[src/atcs_pkg.sv]
// Package with register map, field layout and timing constants of the sequencer.
package atcs_pkg;
  localparam logic [7:0] ATCS_CTRL_OFS   = 8'h00;
  localparam logic [7:0] ATCS_CFG_OFS    = 8'h04;
  localparam logic [7:0] ATCS_STAT_OFS   = 8'h08;
  localparam logic [7:0] ATCS_IRQ_ST_OFS = 8'h0C;
  localparam logic [7:0] ATCS_IRQ_EN_OFS = 8'h10;
  localparam logic [7:0] ATCS_IRQ_CL_OFS = 8'h14;
  localparam int ATCS_TM_LSB  = 0;
  localparam int ATCS_TK_LSB  = 2;
  localparam int ATCS_BST_BIT = 6;
  localparam int ATCS_SC_LSB  = 3;
  localparam int ATCS_START_BIT = 0;
  localparam logic [31:0] ATCS_CTRL_RST = 32'h0000_0000;
  localparam logic [31:0] ATCS_CFG_RST  = 32'h0000_00F8;
  localparam int ATCS_TRACK_EXTRA = 2;
  localparam int ATCS_CONV_SAR    = 13;
  localparam int ATCS_CONV_EXTRA  = 2;
  localparam logic [1:0] ATCS_RESP_OKAY   = 2'h0;
  localparam logic [1:0] ATCS_RESP_SLVERR = 2'h2;
  typedef enum logic [1:0] {
    ATCS_MODE_PRE   = 2'b00,
    ATCS_MODE_POST  = 2'b01,
    ATCS_MODE_RSVD  = 2'b10,
    ATCS_MODE_DUAL  = 2'b11
  } atcs_mode_e;
  typedef enum logic [1:0] {
    ATCS_ST_IDLE  = 2'b00,
    ATCS_ST_TRACK = 2'b01,
    ATCS_ST_CONV  = 2'b10
  } atcs_state_e;
endpackage

[src/atcs_clk_if.sv]
// Interface joining the sequencer to its subsystem clock tick generator.
`timescale 1ns/10ps
`default_nettype none
interface atcs_clk_if;
  logic       burst_clock_select;
  logic       burst_tick;
  logic [4:0] sar_clock_divider;
  logic       sar_run;
  logic       converter_subsystem_clock_tick;
  logic       sar_tick;
  modport gen (input burst_clock_select, burst_tick, sar_clock_divider, sar_run,
               output converter_subsystem_clock_tick, sar_tick);
  modport seq (output burst_clock_select, burst_tick, sar_clock_divider, sar_run,
               input converter_subsystem_clock_tick, sar_tick);
endinterface
`default_nettype wire

[src/atcs_clkgen.sv]
// Subsystem clock tick selection and SAR clock divider.
`timescale 1ns/10ps
`default_nettype none
module atcs_clkgen (
  input  wire logic clk_i,
  input  wire logic srst_i,
  atcs_clk_if.gen   cif
);
  logic [4:0] div_q;

  // The system clock ticks every cycle; the burst source arrives as a tick pulse.
  assign cif.converter_subsystem_clock_tick = cif.burst_clock_select ? cif.burst_tick : 1'b1;

  // The SAR tick fires once every divider+1 subsystem ticks while converting.
  assign cif.sar_tick = cif.sar_run && cif.converter_subsystem_clock_tick && (div_q == cif.sar_clock_divider);

  always_ff @(posedge clk_i) begin
    if (srst_i || !cif.sar_run) begin
      div_q <= 5'h00;
    end else if (cif.converter_subsystem_clock_tick) begin
      div_q <= (div_q == cif.sar_clock_divider) ? 5'h00 : div_q + 5'h01;
    end
  end
endmodule
`default_nettype wire

[src/atcs_seq.sv]
// Track and convert sequencer with AXI4-Lite registers and completion interrupt.
// Overview of operation
// - Mode 01b: timed tracking then conversion.
// - Post mode idles disconnected until next start.
// - Mode 11b: track, convert, then track again.
// - Conversion follows tracking with no gap.
// - Burst select picks subsystem clock source.
// - SAR clock divides subsystem clock by field plus one.
// - Always exactly one of idle, track, convert.
// - Pre mode converts immediately on start.
// - Tracking lasts field value plus two ticks.
// - Conversion lasts 13 SAR plus 2 ticks.
//
// Design decisions made here: the AXI4-Lite slave port and the register addresses.
`timescale 1ns/10ps
`default_nettype none
module atcs_seq (
  input  wire logic        clk_i,
  input  wire logic        srst_i,
  input  wire logic        convert_start_i,
  input  wire logic        burst_tick_i,
  input  wire logic [7:0]  s_axi_awaddr,
  input  wire logic        s_axi_awvalid,
  output var  logic        s_axi_awready,
  input  wire logic [31:0] s_axi_wdata,
  input  wire logic [3:0]  s_axi_wstrb,
  input  wire logic        s_axi_wvalid,
  output var  logic        s_axi_wready,
  output var  logic [1:0]  s_axi_bresp,
  output var  logic        s_axi_bvalid,
  input  wire logic        s_axi_bready,
  input  wire logic [7:0]  s_axi_araddr,
  input  wire logic        s_axi_arvalid,
  output var  logic        s_axi_arready,
  output var  logic [31:0] s_axi_rdata,
  output var  logic [1:0]  s_axi_rresp,
  output var  logic        s_axi_rvalid,
  input  wire logic        s_axi_rready,
  output var  logic        sample_connect_o,
  output var  logic        converting_o,
  output var  logic        sar_clk_tick_o,
  output var  logic        irq_o
);
  import atcs_pkg::*;

  atcs_clk_if cif ();

  atcs_state_e state_q;
  atcs_mode_e  mode;
  logic [31:0] cfg_q;
  logic [1:0]  irq_st_q;
  logic [1:0]  irq_en_q;
  logic [8:0]  cnt_q;
  logic [3:0]  sar_cnt_q;
  logic        conv_tail_q;
  logic        done_ev;
  logic        ovr_ev;
  logic        start;
  logic        sw_start;
  logic        aw_q;
  logic        w_q;
  logic [7:0]  awaddr_q;
  logic [31:0] wdata_q;
  logic [3:0]  wstrb_q;
  logic        wr_do;
  logic [1:0]  wr_clr;

  function automatic logic [31:0] merge(input logic [31:0] old, input logic [31:0] nw,
                                        input logic [3:0] be);
    logic [31:0] r;
    r = old;
    for (int i = 0; i < 4; i++) begin
      if (be[i]) begin
        r[i*8 +: 8] = nw[i*8 +: 8];
      end
    end
    return r;
  endfunction

  assign mode = atcs_mode_e'(cfg_q[ATCS_TM_LSB +: 2]);
  assign cif.burst_clock_select = cfg_q[ATCS_BST_BIT + 8];
  assign cif.burst_tick         = burst_tick_i;
  assign cif.sar_clock_divider  = cfg_q[ATCS_SC_LSB + 8 +: 5];
  assign cif.sar_run            = (state_q == ATCS_ST_CONV) && !conv_tail_q && cnt_q == 9'h000;

  atcs_clkgen u_clkgen (
    .clk_i  (clk_i),
    .srst_i (srst_i),
    .cif    (cif)
  );

  // Write channel: address and data taken in either order, answered once both are in.
  assign wr_do = aw_q && w_q && !s_axi_bvalid;

  always_ff @(posedge clk_i) begin
    if (srst_i) begin
      aw_q          <= 1'b0;
      w_q           <= 1'b0;
      awaddr_q      <= 8'h00;
      wdata_q       <= 32'h0000_0000;
      wstrb_q       <= 4'h0;
      s_axi_awready <= 1'b0;
      s_axi_wready  <= 1'b0;
      s_axi_bvalid  <= 1'b0;
      s_axi_bresp   <= ATCS_RESP_OKAY;
    end else begin
      s_axi_awready <= !aw_q && !s_axi_awready && s_axi_awvalid;
      s_axi_wready  <= !w_q && !s_axi_wready && s_axi_wvalid;
      if (s_axi_awvalid && s_axi_awready) begin
        aw_q     <= 1'b1;
        awaddr_q <= s_axi_awaddr;
      end
      if (s_axi_wvalid && s_axi_wready) begin
        w_q     <= 1'b1;
        wdata_q <= s_axi_wdata;
        wstrb_q <= s_axi_wstrb;
      end
      if (wr_do) begin
        aw_q         <= 1'b0;
        w_q          <= 1'b0;
        s_axi_bvalid <= 1'b1;
        case (awaddr_q)
          ATCS_CTRL_OFS, ATCS_CFG_OFS, ATCS_IRQ_EN_OFS, ATCS_IRQ_CL_OFS,
          ATCS_STAT_OFS, ATCS_IRQ_ST_OFS: s_axi_bresp <= ATCS_RESP_OKAY;
          default:                        s_axi_bresp <= ATCS_RESP_SLVERR;
        endcase
      end else if (s_axi_bvalid && s_axi_bready) begin
        s_axi_bvalid <= 1'b0;
      end
    end
  end

  // Configuration is frozen while a sequence runs so timing cannot change mid-flight.
  always_ff @(posedge clk_i) begin
    if (srst_i) begin
      cfg_q    <= ATCS_CFG_RST;
      irq_en_q <= 2'b00;
    end else if (wr_do) begin
      if (awaddr_q == ATCS_CFG_OFS && !converting_o) begin
        cfg_q <= merge(cfg_q, wdata_q, wstrb_q) & 32'h0000_FFFF;
      end
      if (awaddr_q == ATCS_IRQ_EN_OFS) begin
        irq_en_q <= wstrb_q[0] ? wdata_q[1:0] : irq_en_q;
      end
    end
  end

  assign sw_start = wr_do && awaddr_q == ATCS_CTRL_OFS && wstrb_q[0] && wdata_q[ATCS_START_BIT];
  assign start    = convert_start_i || sw_start;
  assign wr_clr   = (wr_do && awaddr_q == ATCS_IRQ_CL_OFS && wstrb_q[0]) ? wdata_q[1:0] : 2'b00;

  // Sequencer: one state at a time; a start seen while converting is dropped and flagged.
  always_ff @(posedge clk_i) begin
    if (srst_i) begin
      state_q     <= ATCS_ST_IDLE;
      cnt_q       <= 9'h000;
      sar_cnt_q   <= 4'h0;
      conv_tail_q <= 1'b0;
    end else begin
      unique case (state_q)
        ATCS_ST_IDLE, ATCS_ST_TRACK: begin
          if (start && mode == ATCS_MODE_PRE) begin
            state_q   <= ATCS_ST_CONV;
            cnt_q     <= 9'(ATCS_CONV_EXTRA / 2);
            sar_cnt_q <= 4'h0;
          end else if (start) begin
            state_q <= ATCS_ST_TRACK;
            cnt_q   <= 9'(cfg_q[ATCS_TK_LSB +: 2]) + 9'(ATCS_TRACK_EXTRA);
            sar_cnt_q <= 4'hF;
          end else if (state_q == ATCS_ST_TRACK && sar_cnt_q == 4'hF && cif.converter_subsystem_clock_tick) begin
            if (cnt_q == 9'h001) begin
              state_q   <= ATCS_ST_CONV;
              cnt_q     <= 9'(ATCS_CONV_EXTRA / 2);
              sar_cnt_q <= 4'h0;
            end else begin
              cnt_q <= cnt_q - 9'h001;
            end
          end
        end
        ATCS_ST_CONV: begin
          if (cif.converter_subsystem_clock_tick && cnt_q != 9'h000) begin
            cnt_q <= cnt_q - 9'h001;
            if (conv_tail_q && cnt_q == 9'h001) begin
              conv_tail_q <= 1'b0;
              sar_cnt_q   <= 4'h0;
              // Dual mode resumes free tracking; the timed phase only follows a start.
              state_q <= (mode == ATCS_MODE_DUAL) ? ATCS_ST_TRACK : ATCS_ST_IDLE;
            end
          end else if (cif.sar_tick) begin
            if (sar_cnt_q == 4'(ATCS_CONV_SAR - 1)) begin
              conv_tail_q <= 1'b1;
              cnt_q       <= 9'(ATCS_CONV_EXTRA / 2);
            end else begin
              sar_cnt_q <= sar_cnt_q + 4'h1;
            end
          end
        end
        default: state_q <= ATCS_ST_IDLE;
      endcase
    end
  end

  assign done_ev = state_q == ATCS_ST_CONV && conv_tail_q && cif.converter_subsystem_clock_tick && cnt_q == 9'h001;
  assign ovr_ev  = start && state_q == ATCS_ST_CONV;

  // Sticky flags; a new event beats a clear in the same cycle.
  always_ff @(posedge clk_i) begin
    if (srst_i) begin
      irq_st_q <= 2'b00;
    end else begin
      irq_st_q <= (irq_st_q & ~wr_clr) | {ovr_ev, done_ev};
    end
  end

  always_ff @(posedge clk_i) begin
    if (srst_i) begin
      irq_o            <= 1'b0;
      sample_connect_o <= 1'b0;
      converting_o     <= 1'b0;
      sar_clk_tick_o   <= 1'b0;
    end else begin
      irq_o            <= |(irq_st_q & irq_en_q);
      sample_connect_o <= state_q == ATCS_ST_TRACK;
      converting_o     <= state_q != ATCS_ST_IDLE && !(state_q == ATCS_ST_TRACK
                          && sar_cnt_q != 4'hF);
      sar_clk_tick_o   <= cif.sar_tick;
    end
  end

  // Read channel: one beat answered the cycle after the address is taken.
  always_ff @(posedge clk_i) begin
    if (srst_i) begin
      s_axi_arready <= 1'b0;
      s_axi_rvalid  <= 1'b0;
      s_axi_rdata   <= 32'h0000_0000;
      s_axi_rresp   <= ATCS_RESP_OKAY;
    end else begin
      s_axi_arready <= !s_axi_arready && !s_axi_rvalid && s_axi_arvalid;
      if (s_axi_arvalid && s_axi_arready) begin
        s_axi_rvalid <= 1'b1;
        s_axi_rresp  <= ATCS_RESP_OKAY;
        case (s_axi_araddr)
          ATCS_CTRL_OFS:   s_axi_rdata <= ATCS_CTRL_RST;
          ATCS_CFG_OFS:    s_axi_rdata <= cfg_q;
          ATCS_STAT_OFS:   s_axi_rdata <= {29'h0, converting_o, state_q};
          ATCS_IRQ_ST_OFS: s_axi_rdata <= {30'h0, irq_st_q};
          ATCS_IRQ_EN_OFS: s_axi_rdata <= {30'h0, irq_en_q};
          ATCS_IRQ_CL_OFS: s_axi_rdata <= 32'h0000_0000;
          default: begin
            s_axi_rdata <= 32'h0000_0000;
            s_axi_rresp <= ATCS_RESP_SLVERR;
          end
        endcase
      end else if (s_axi_rvalid && s_axi_rready) begin
        s_axi_rvalid <= 1'b0;
      end
    end
  end

  property p_one_state;
    @(posedge clk_i) disable iff (srst_i)
      state_q == ATCS_ST_IDLE || state_q == ATCS_ST_TRACK || state_q == ATCS_ST_CONV;
  endproperty
  a_one_state: assert property (p_one_state) else $error("Illegal sequencer state.");

  property p_pre_conv;
    @(posedge clk_i) disable iff (srst_i)
      start && state_q != ATCS_ST_CONV && mode == ATCS_MODE_PRE |=> state_q == ATCS_ST_CONV;
  endproperty
  a_pre_conv: assert property (p_pre_conv) else $error("Pre mode did not convert.");

  property p_post_track;
    @(posedge clk_i) disable iff (srst_i)
      start && state_q != ATCS_ST_CONV && mode == ATCS_MODE_POST |=> state_q == ATCS_ST_TRACK;
  endproperty
  a_post_track: assert property (p_post_track) else $error("Post mode did not track.");

  property p_track_to_conv;
    @(posedge clk_i) disable iff (srst_i)
      state_q == ATCS_ST_TRACK && sar_cnt_q == 4'hF && cnt_q == 9'h001 && cif.converter_subsystem_clock_tick
      && !start |=> state_q == ATCS_ST_CONV;
  endproperty
  a_track_to_conv: assert property (p_track_to_conv) else $error("Gap after tracking.");

  property p_post_idle;
    @(posedge clk_i) disable iff (srst_i)
      done_ev && mode == ATCS_MODE_POST |=> state_q == ATCS_ST_IDLE ##1 !sample_connect_o;
  endproperty
  a_post_idle: assert property (p_post_idle) else $error("Post mode kept tracking.");

  property p_dual_track;
    @(posedge clk_i) disable iff (srst_i)
      done_ev && mode == ATCS_MODE_DUAL |=> state_q == ATCS_ST_TRACK ##1 sample_connect_o;
  endproperty
  a_dual_track: assert property (p_dual_track) else $error("Dual mode did not track.");

  property p_done_flag;
    @(posedge clk_i) disable iff (srst_i)
      done_ev |=> irq_st_q[0];
  endproperty
  a_done_flag: assert property (p_done_flag) else $error("Done flag not set.");

  property p_sar_div;
    @(posedge clk_i) disable iff (srst_i)
      cif.sar_tick && !cif.burst_clock_select && cif.sar_clock_divider == 5'h01
      && state_q == ATCS_ST_CONV && sar_cnt_q < 4'hB |=> !cif.sar_tick ##1 cif.sar_tick;
  endproperty
  a_sar_div: assert property (p_sar_div) else $error("SAR divide ratio wrong.");

  property p_sys_clk;
    @(posedge clk_i) disable iff (srst_i)
      !cif.burst_clock_select |-> cif.converter_subsystem_clock_tick;
  endproperty
  a_sys_clk: assert property (p_sys_clk) else $error("System clock tick missing.");

  // A start refused during conversion must leave a trace that software can see.
  property p_ovr_flag;
    @(posedge clk_i) disable iff (srst_i)
      ovr_ev |=> irq_st_q[1];
  endproperty
  a_ovr_flag: assert property (p_ovr_flag) else $error("Overrun flag not set.");

  property p_irq_on;
    @(posedge clk_i) disable iff (srst_i)
      |(irq_st_q & irq_en_q) |=> irq_o;
  endproperty
  a_irq_on: assert property (p_irq_on) else $error("Interrupt not raised.");

  property p_irq_off;
    @(posedge clk_i) disable iff (srst_i)
      !(|(irq_st_q & irq_en_q)) |=> !irq_o;
  endproperty
  a_irq_off: assert property (p_irq_off) else $error("Stray interrupt.");

  property p_sar_count;
    @(posedge clk_i) disable iff (srst_i)
      done_ev |-> sar_cnt_q == 4'(ATCS_CONV_SAR - 1);
  endproperty
  a_sar_count: assert property (p_sar_count) else $error("Wrong SAR cycle count.");

  property p_dual_start;
    @(posedge clk_i) disable iff (srst_i)
      start && state_q != ATCS_ST_CONV && mode == ATCS_MODE_DUAL
      |=> state_q == ATCS_ST_TRACK && sar_cnt_q == 4'hF;
  endproperty
  a_dual_start: assert property (p_dual_start) else $error("Dual start not timed.");

  property p_idle_open;
    @(posedge clk_i) disable iff (srst_i)
      state_q == ATCS_ST_IDLE |=> !sample_connect_o;
  endproperty
  a_idle_open: assert property (p_idle_open) else $error("Input connected while idle.");

  property p_burst_clk;
    @(posedge clk_i) disable iff (srst_i)
      cif.burst_clock_select |-> cif.converter_subsystem_clock_tick == burst_tick_i;
  endproperty
  a_burst_clk: assert property (p_burst_clk) else $error("Burst tick not used.");
endmodule
`default_nettype wire

[config.mk]
export PLATFORM = sky130hd
export DESIGN_NAME = atcs_seq
export DESIGN_NICKNAME = d
export VERILOG_FILES = /design/src/atcs_pkg.sv /design/src/atcs_clk_if.sv /design/src/atcs_clkgen.sv /design/src/atcs_seq.sv
export SDC_FILE = /design/constraint.sdc
export NUM_CORES = 1
export LEC_CHECK = 0
export ABC_AREA = 0
export BUFFER_PORTS_ARGS = -buffer_cell sky130_fd_sc_hd__buf_4
export CAP_MARGIN = 20
export CORE_ASPECT_RATIO = 0.6
export CORE_MARGIN = 3
export CORE_UTILIZATION = 30
export DETAILED_ROUTE_END_ITERATION = 7
export MAX_ROUTING_LAYER = met4
export PLACE_DENSITY = 0.58
export SLEW_MARGIN = 20
export SYNTH_ARGS = -nofsm -noshare
export SYNTH_HDL_FRONTEND = slang
export SYNTH_HIERARCHICAL = 1
export SYNTH_SLANG_ARGS = --single-unit
[constraint.sdc]
create_clock -name clk_i -period 2.1 [get_ports clk_i]
set_clock_uncertainty 0.05 [all_clocks]
set_input_delay 0.42 -clock clk_i [delete_from_list [all_inputs] [get_ports clk_i]]
set_output_delay 0.42 -clock clk_i [all_outputs]
set_load 0.01 [all_outputs]
==> impl_metrics.ini <==
[floorplanning]
coreArea_sq_mm = 0.0140
rows = 33
die_h_microns = 99.7
dieArea_sq_mm = 0.0162
initial_utilization = 0.314
die_w_microns = 162
io_pins = 106

[route]
drc = 0
wirelength_microns = 12400
met1_length_microns = 6270
wire_per_inst_microns = 15.1
drtPass1Iterations = 5
wl_met3_microns = 611
drtAntennaViolNets = 0
via_per_inst = 4.90
wl_met2_microns = 5470
detail_route.iter0.violations = 273
vias = 4052
top_layer = met4

[synthesis]
ys.flop_type = dfxtp_1
yosysSeqAreaShare = 0.438
synth_top_family_by_area = simple AND/OR/NAND/NOR gates
synth_cells = 511
synth_compound_area_frac = 0.175
synth_cell_types = 62
synth_xor_area_frac = 0.0197
synth_edf_count = 0
synth.cell_area_sq_mm = 0.00439
muxShareOfSynthArea = 0.0411
async_reset_ff_frac = 0
ys_ff_latch = 96
syn_avg_cell_area_sq_um = 8.58
synthSimpleGateAreaFrac = 0.239
synth_fa_ha_area_frac = 0.0143
yosysWarningCount = 6

[power_and_ir_drop]
seqPwrFrac = 0.407
powerDensity_mw_per_mm2 = 811
max-vdd-ir-drop_mv = 0.351
power_leakage_nw = 2.45
p_int_mw = 3.39
p_comb_frac = 0.233
power_frac_clock = 0.360
p_sw_mw = 1.41
switching_share = 0.294

[global_route]
track_usage = 0.158
gr-total-overflow = 0
grt_pass1_wl_microns = 19900
grt_pass1_vias = 3913
grt_antenna_before_repair = 0
grt_start_max_net_pins = 59

[final_layout]
finalCoreUtilization = 0.424
multi_input_area_sq_mm = 0.00235
num_antenna_cells = 0
fill_cells = 1416
drive_above_1_share = 0.285
syn2layout_area_growth_pct = 34.9
seq_area_sq_mm = 0.00192
fin_nets = 696
design_area_sq_mm = 0.00592

[sta]
slew_viol_final = 0
finalHoldWorstSlack_ns = 0.263
finalHoldViolCount = 0
worstMarginPinSlew_ns = 0.660
fin_crit_ns = 2.20
setup_viol = 5
max_freq_mhz = 455
fin_crit_sh = 1.05
finalWorstSetupSlack_ns = -0.0989
rsz0062_at_grt = yes
max_slew_margin = 0.559

[worst_setup_path]
path_cells = ha_1, and4_1, and2_1, or4_4, buf_4, a21oi_1, a2111oi_4
worstPathArrival_ns = 2.36
worstSetupStartpoint = sar_cnt_q[0]
max_stage_delay_ns = 0.44
critPathKind = flip-flop to flip-flop
cp_data_required_time_ns = 2.26
crit_family = simple AND/OR/NAND/NOR gates
reg2reg_to = cnt_q[0]
crit_buf_inv = 1
crit_fanout = 5
slowest_stage = or4_4
worst_r2r_path_depth = 7
end_kind = flip-flop
r2r_slack_ns = -0.1
r2r_start = sar_cnt_q[0]
cp-start-kind = flip-flop

[placed_design]
gp_congestion = 0.867
dp_hpwl_microns = 9070
io_buffer_count = 69
placed_area_sq_mm = 0.00549

[clock_tree]
cts_made_buffers = 9
cts_tree = yes
holdBufCountCts = 0
clockBufferDepth = 2
clkSlewWorstSetupHoldPaths_ns = 0.08
cts-htree-levels = 3
clkSinkCount = 96
clock_latency_ns = 0.35
cts_root_buf = clkbuf_16

[run]
max-cap-violations = 0

[status]
violations = setup timing
outcome = finished, violations left

[hold_path]
hp-start = s_axi_wdata[4]
whs_path_depth = 3
hold_end = wdata_q[4]
hp-class = primary input to flip-flop
==> state kept, by name, summed over array words and instances, names as in the netlist, 2 cells and up <==
signal	flops
state_q	2
wstrb_q	2
wdata_q	16
irq_st_q	2
cfg_q	16
cnt_q	9
sar_cnt_q	4
u_clkgen/div_q	5
awaddr_q	8
irq_en_q	2
s_axi_rdata	16
==> metrics by stage <==
stage          worst slack, ns  TNS, ns  total power [mW]  instances
2_1_floorplan          -0.0545  -0.0601              2.57        528
6_report               -0.0989   -0.155              4.80        827
5_1_grt                 -0.182    -1.63              5.03        827
4_1_cts                -0.0842   -0.258              4.77        826
3_5_place_dp            -0.109    -1.27              2.98        806
3_3_place_gp           -0.0980   -0.965              2.95        806
==> worst max path at each step <==
stage / depth (start not counted) / slack (ns) / to
after floorplan: 10 / -0.05 / cnt_q[3]
after global placement: 8 / -0.1 / sar_cnt_q[2]
after detailed placement: 8 / -0.11 / sar_cnt_q[3]
after CTS: 11 / -0.08 / cnt_q[2]
after global routing: 11 / -0.18 / cnt_q[0]
final: 7 / -0.1 / cnt_q[0]
==> cell type report <==
cell class,count,area share
Timing Repair Buffer,132,0.173
Tap cell,192,0.0406
Clock buffer,10,0.0387
Sequential cell,96,0.325
Clock inverter,6,0.0137
Inverter,20,0.0127
Multi-Input combinational cell,371,0.396
==> per-layer routing <==
metal | vias to the layer above | track usage
met5 | - | -
li1 | 2012 | -
met3 | 10 | 0.0300
met2 | 103 | 0.229
met4 | 0 | 0.0341
met1 | 1927 | 0.227
==> synth_stat cells (4+ instances only) <==
library cell / count / area, sq um
nand4_1: 12 / 75.1
nand2_1: 60 / 225
xor2_1: 5 / 43.8
nand3_1: 14 / 70.1
buf_4: 18 / 135
and2_1: 5 / 31.3
ha_1: 5 / 62.6
inv_1: 20 / 75.1
o21ai_0: 19 / 95.1
buf_1: 5 / 18.8
and3_1: 4 / 25.0
a22oi_1: 20 / 150
clkbuf_1: 13 / 48.8
nor3_1: 17 / 85.1
mux2i_1: 18 / 180
dfxtp_1: 96 / 1920
nor4b_1: 4 / 35.0
a21oi_1: 45 / 225
a211oi_1: 8 / 60.1
a31oi_1: 5 / 31.3
nor2_1: 52 / 195
nand2b_1: 5 / 31.3
o32ai_1: 5 / 43.8
==> tightest hold or removal path, stage by stage <==
cell and delay, ns:
buf_4 0.11, nand2_1 0.05, a21oi_1 0.05
==> placed cells by master, fill, tap and decap left out, types with 4 or more instances in the layout <==
cell,synthesis,layout
clkbuf_16,0,9
nand4_1,12,12
ha_1,5,4
conb_1,1,18
a21oi_1,45,45
a22oi_1,20,20
nor2_1,52,52
nand2b_1,5,5
inv_1,20,18
a211oi_1,8,4
dfxtp_1,96,94
xor2_1,5,5
buf_4,18,128
nor3_1,17,16
a211oi_2,1,5
nand2_1,60,60
and2_1,5,4
nand3_1,14,14
o21ai_0,19,17
and3_1,4,4
mux2i_1,18,18
a31oi_1,5,4
==> logic make-up (layout without fill, tap and decap cells) <==
group,Yosys count,count (layout)
flip-flops,96,96
multiplexers,18,18
other,1,18
buffers and inverters,61,168
AO/OA/AOI/OAI,120,120
XOR/XNOR,9,9
AND/OR/NAND/NOR,201,201
adder cells (fa/ha/maj),5,5
==> repair_timing <==
item | in CTS | in global routing
setup buffers | 4 | 1
pin swaps | 12 | 6
endpoints found under the setup margin | 12 | 14
resized for setup | 9 | 6
==> power by group through the flow <==
stage	logic, mW	registers, mW	clock network [mW]
after CTS	1.05	1.95	1.77
final	1.12	1.96	1.73
after detailed placement	0.986	1.99	0
after floorplan	0.575	1.99	0
after global placement	0.960	1.99	0
after global routing	1.22	1.96	1.84
Power figures use the tool's default switching activity.
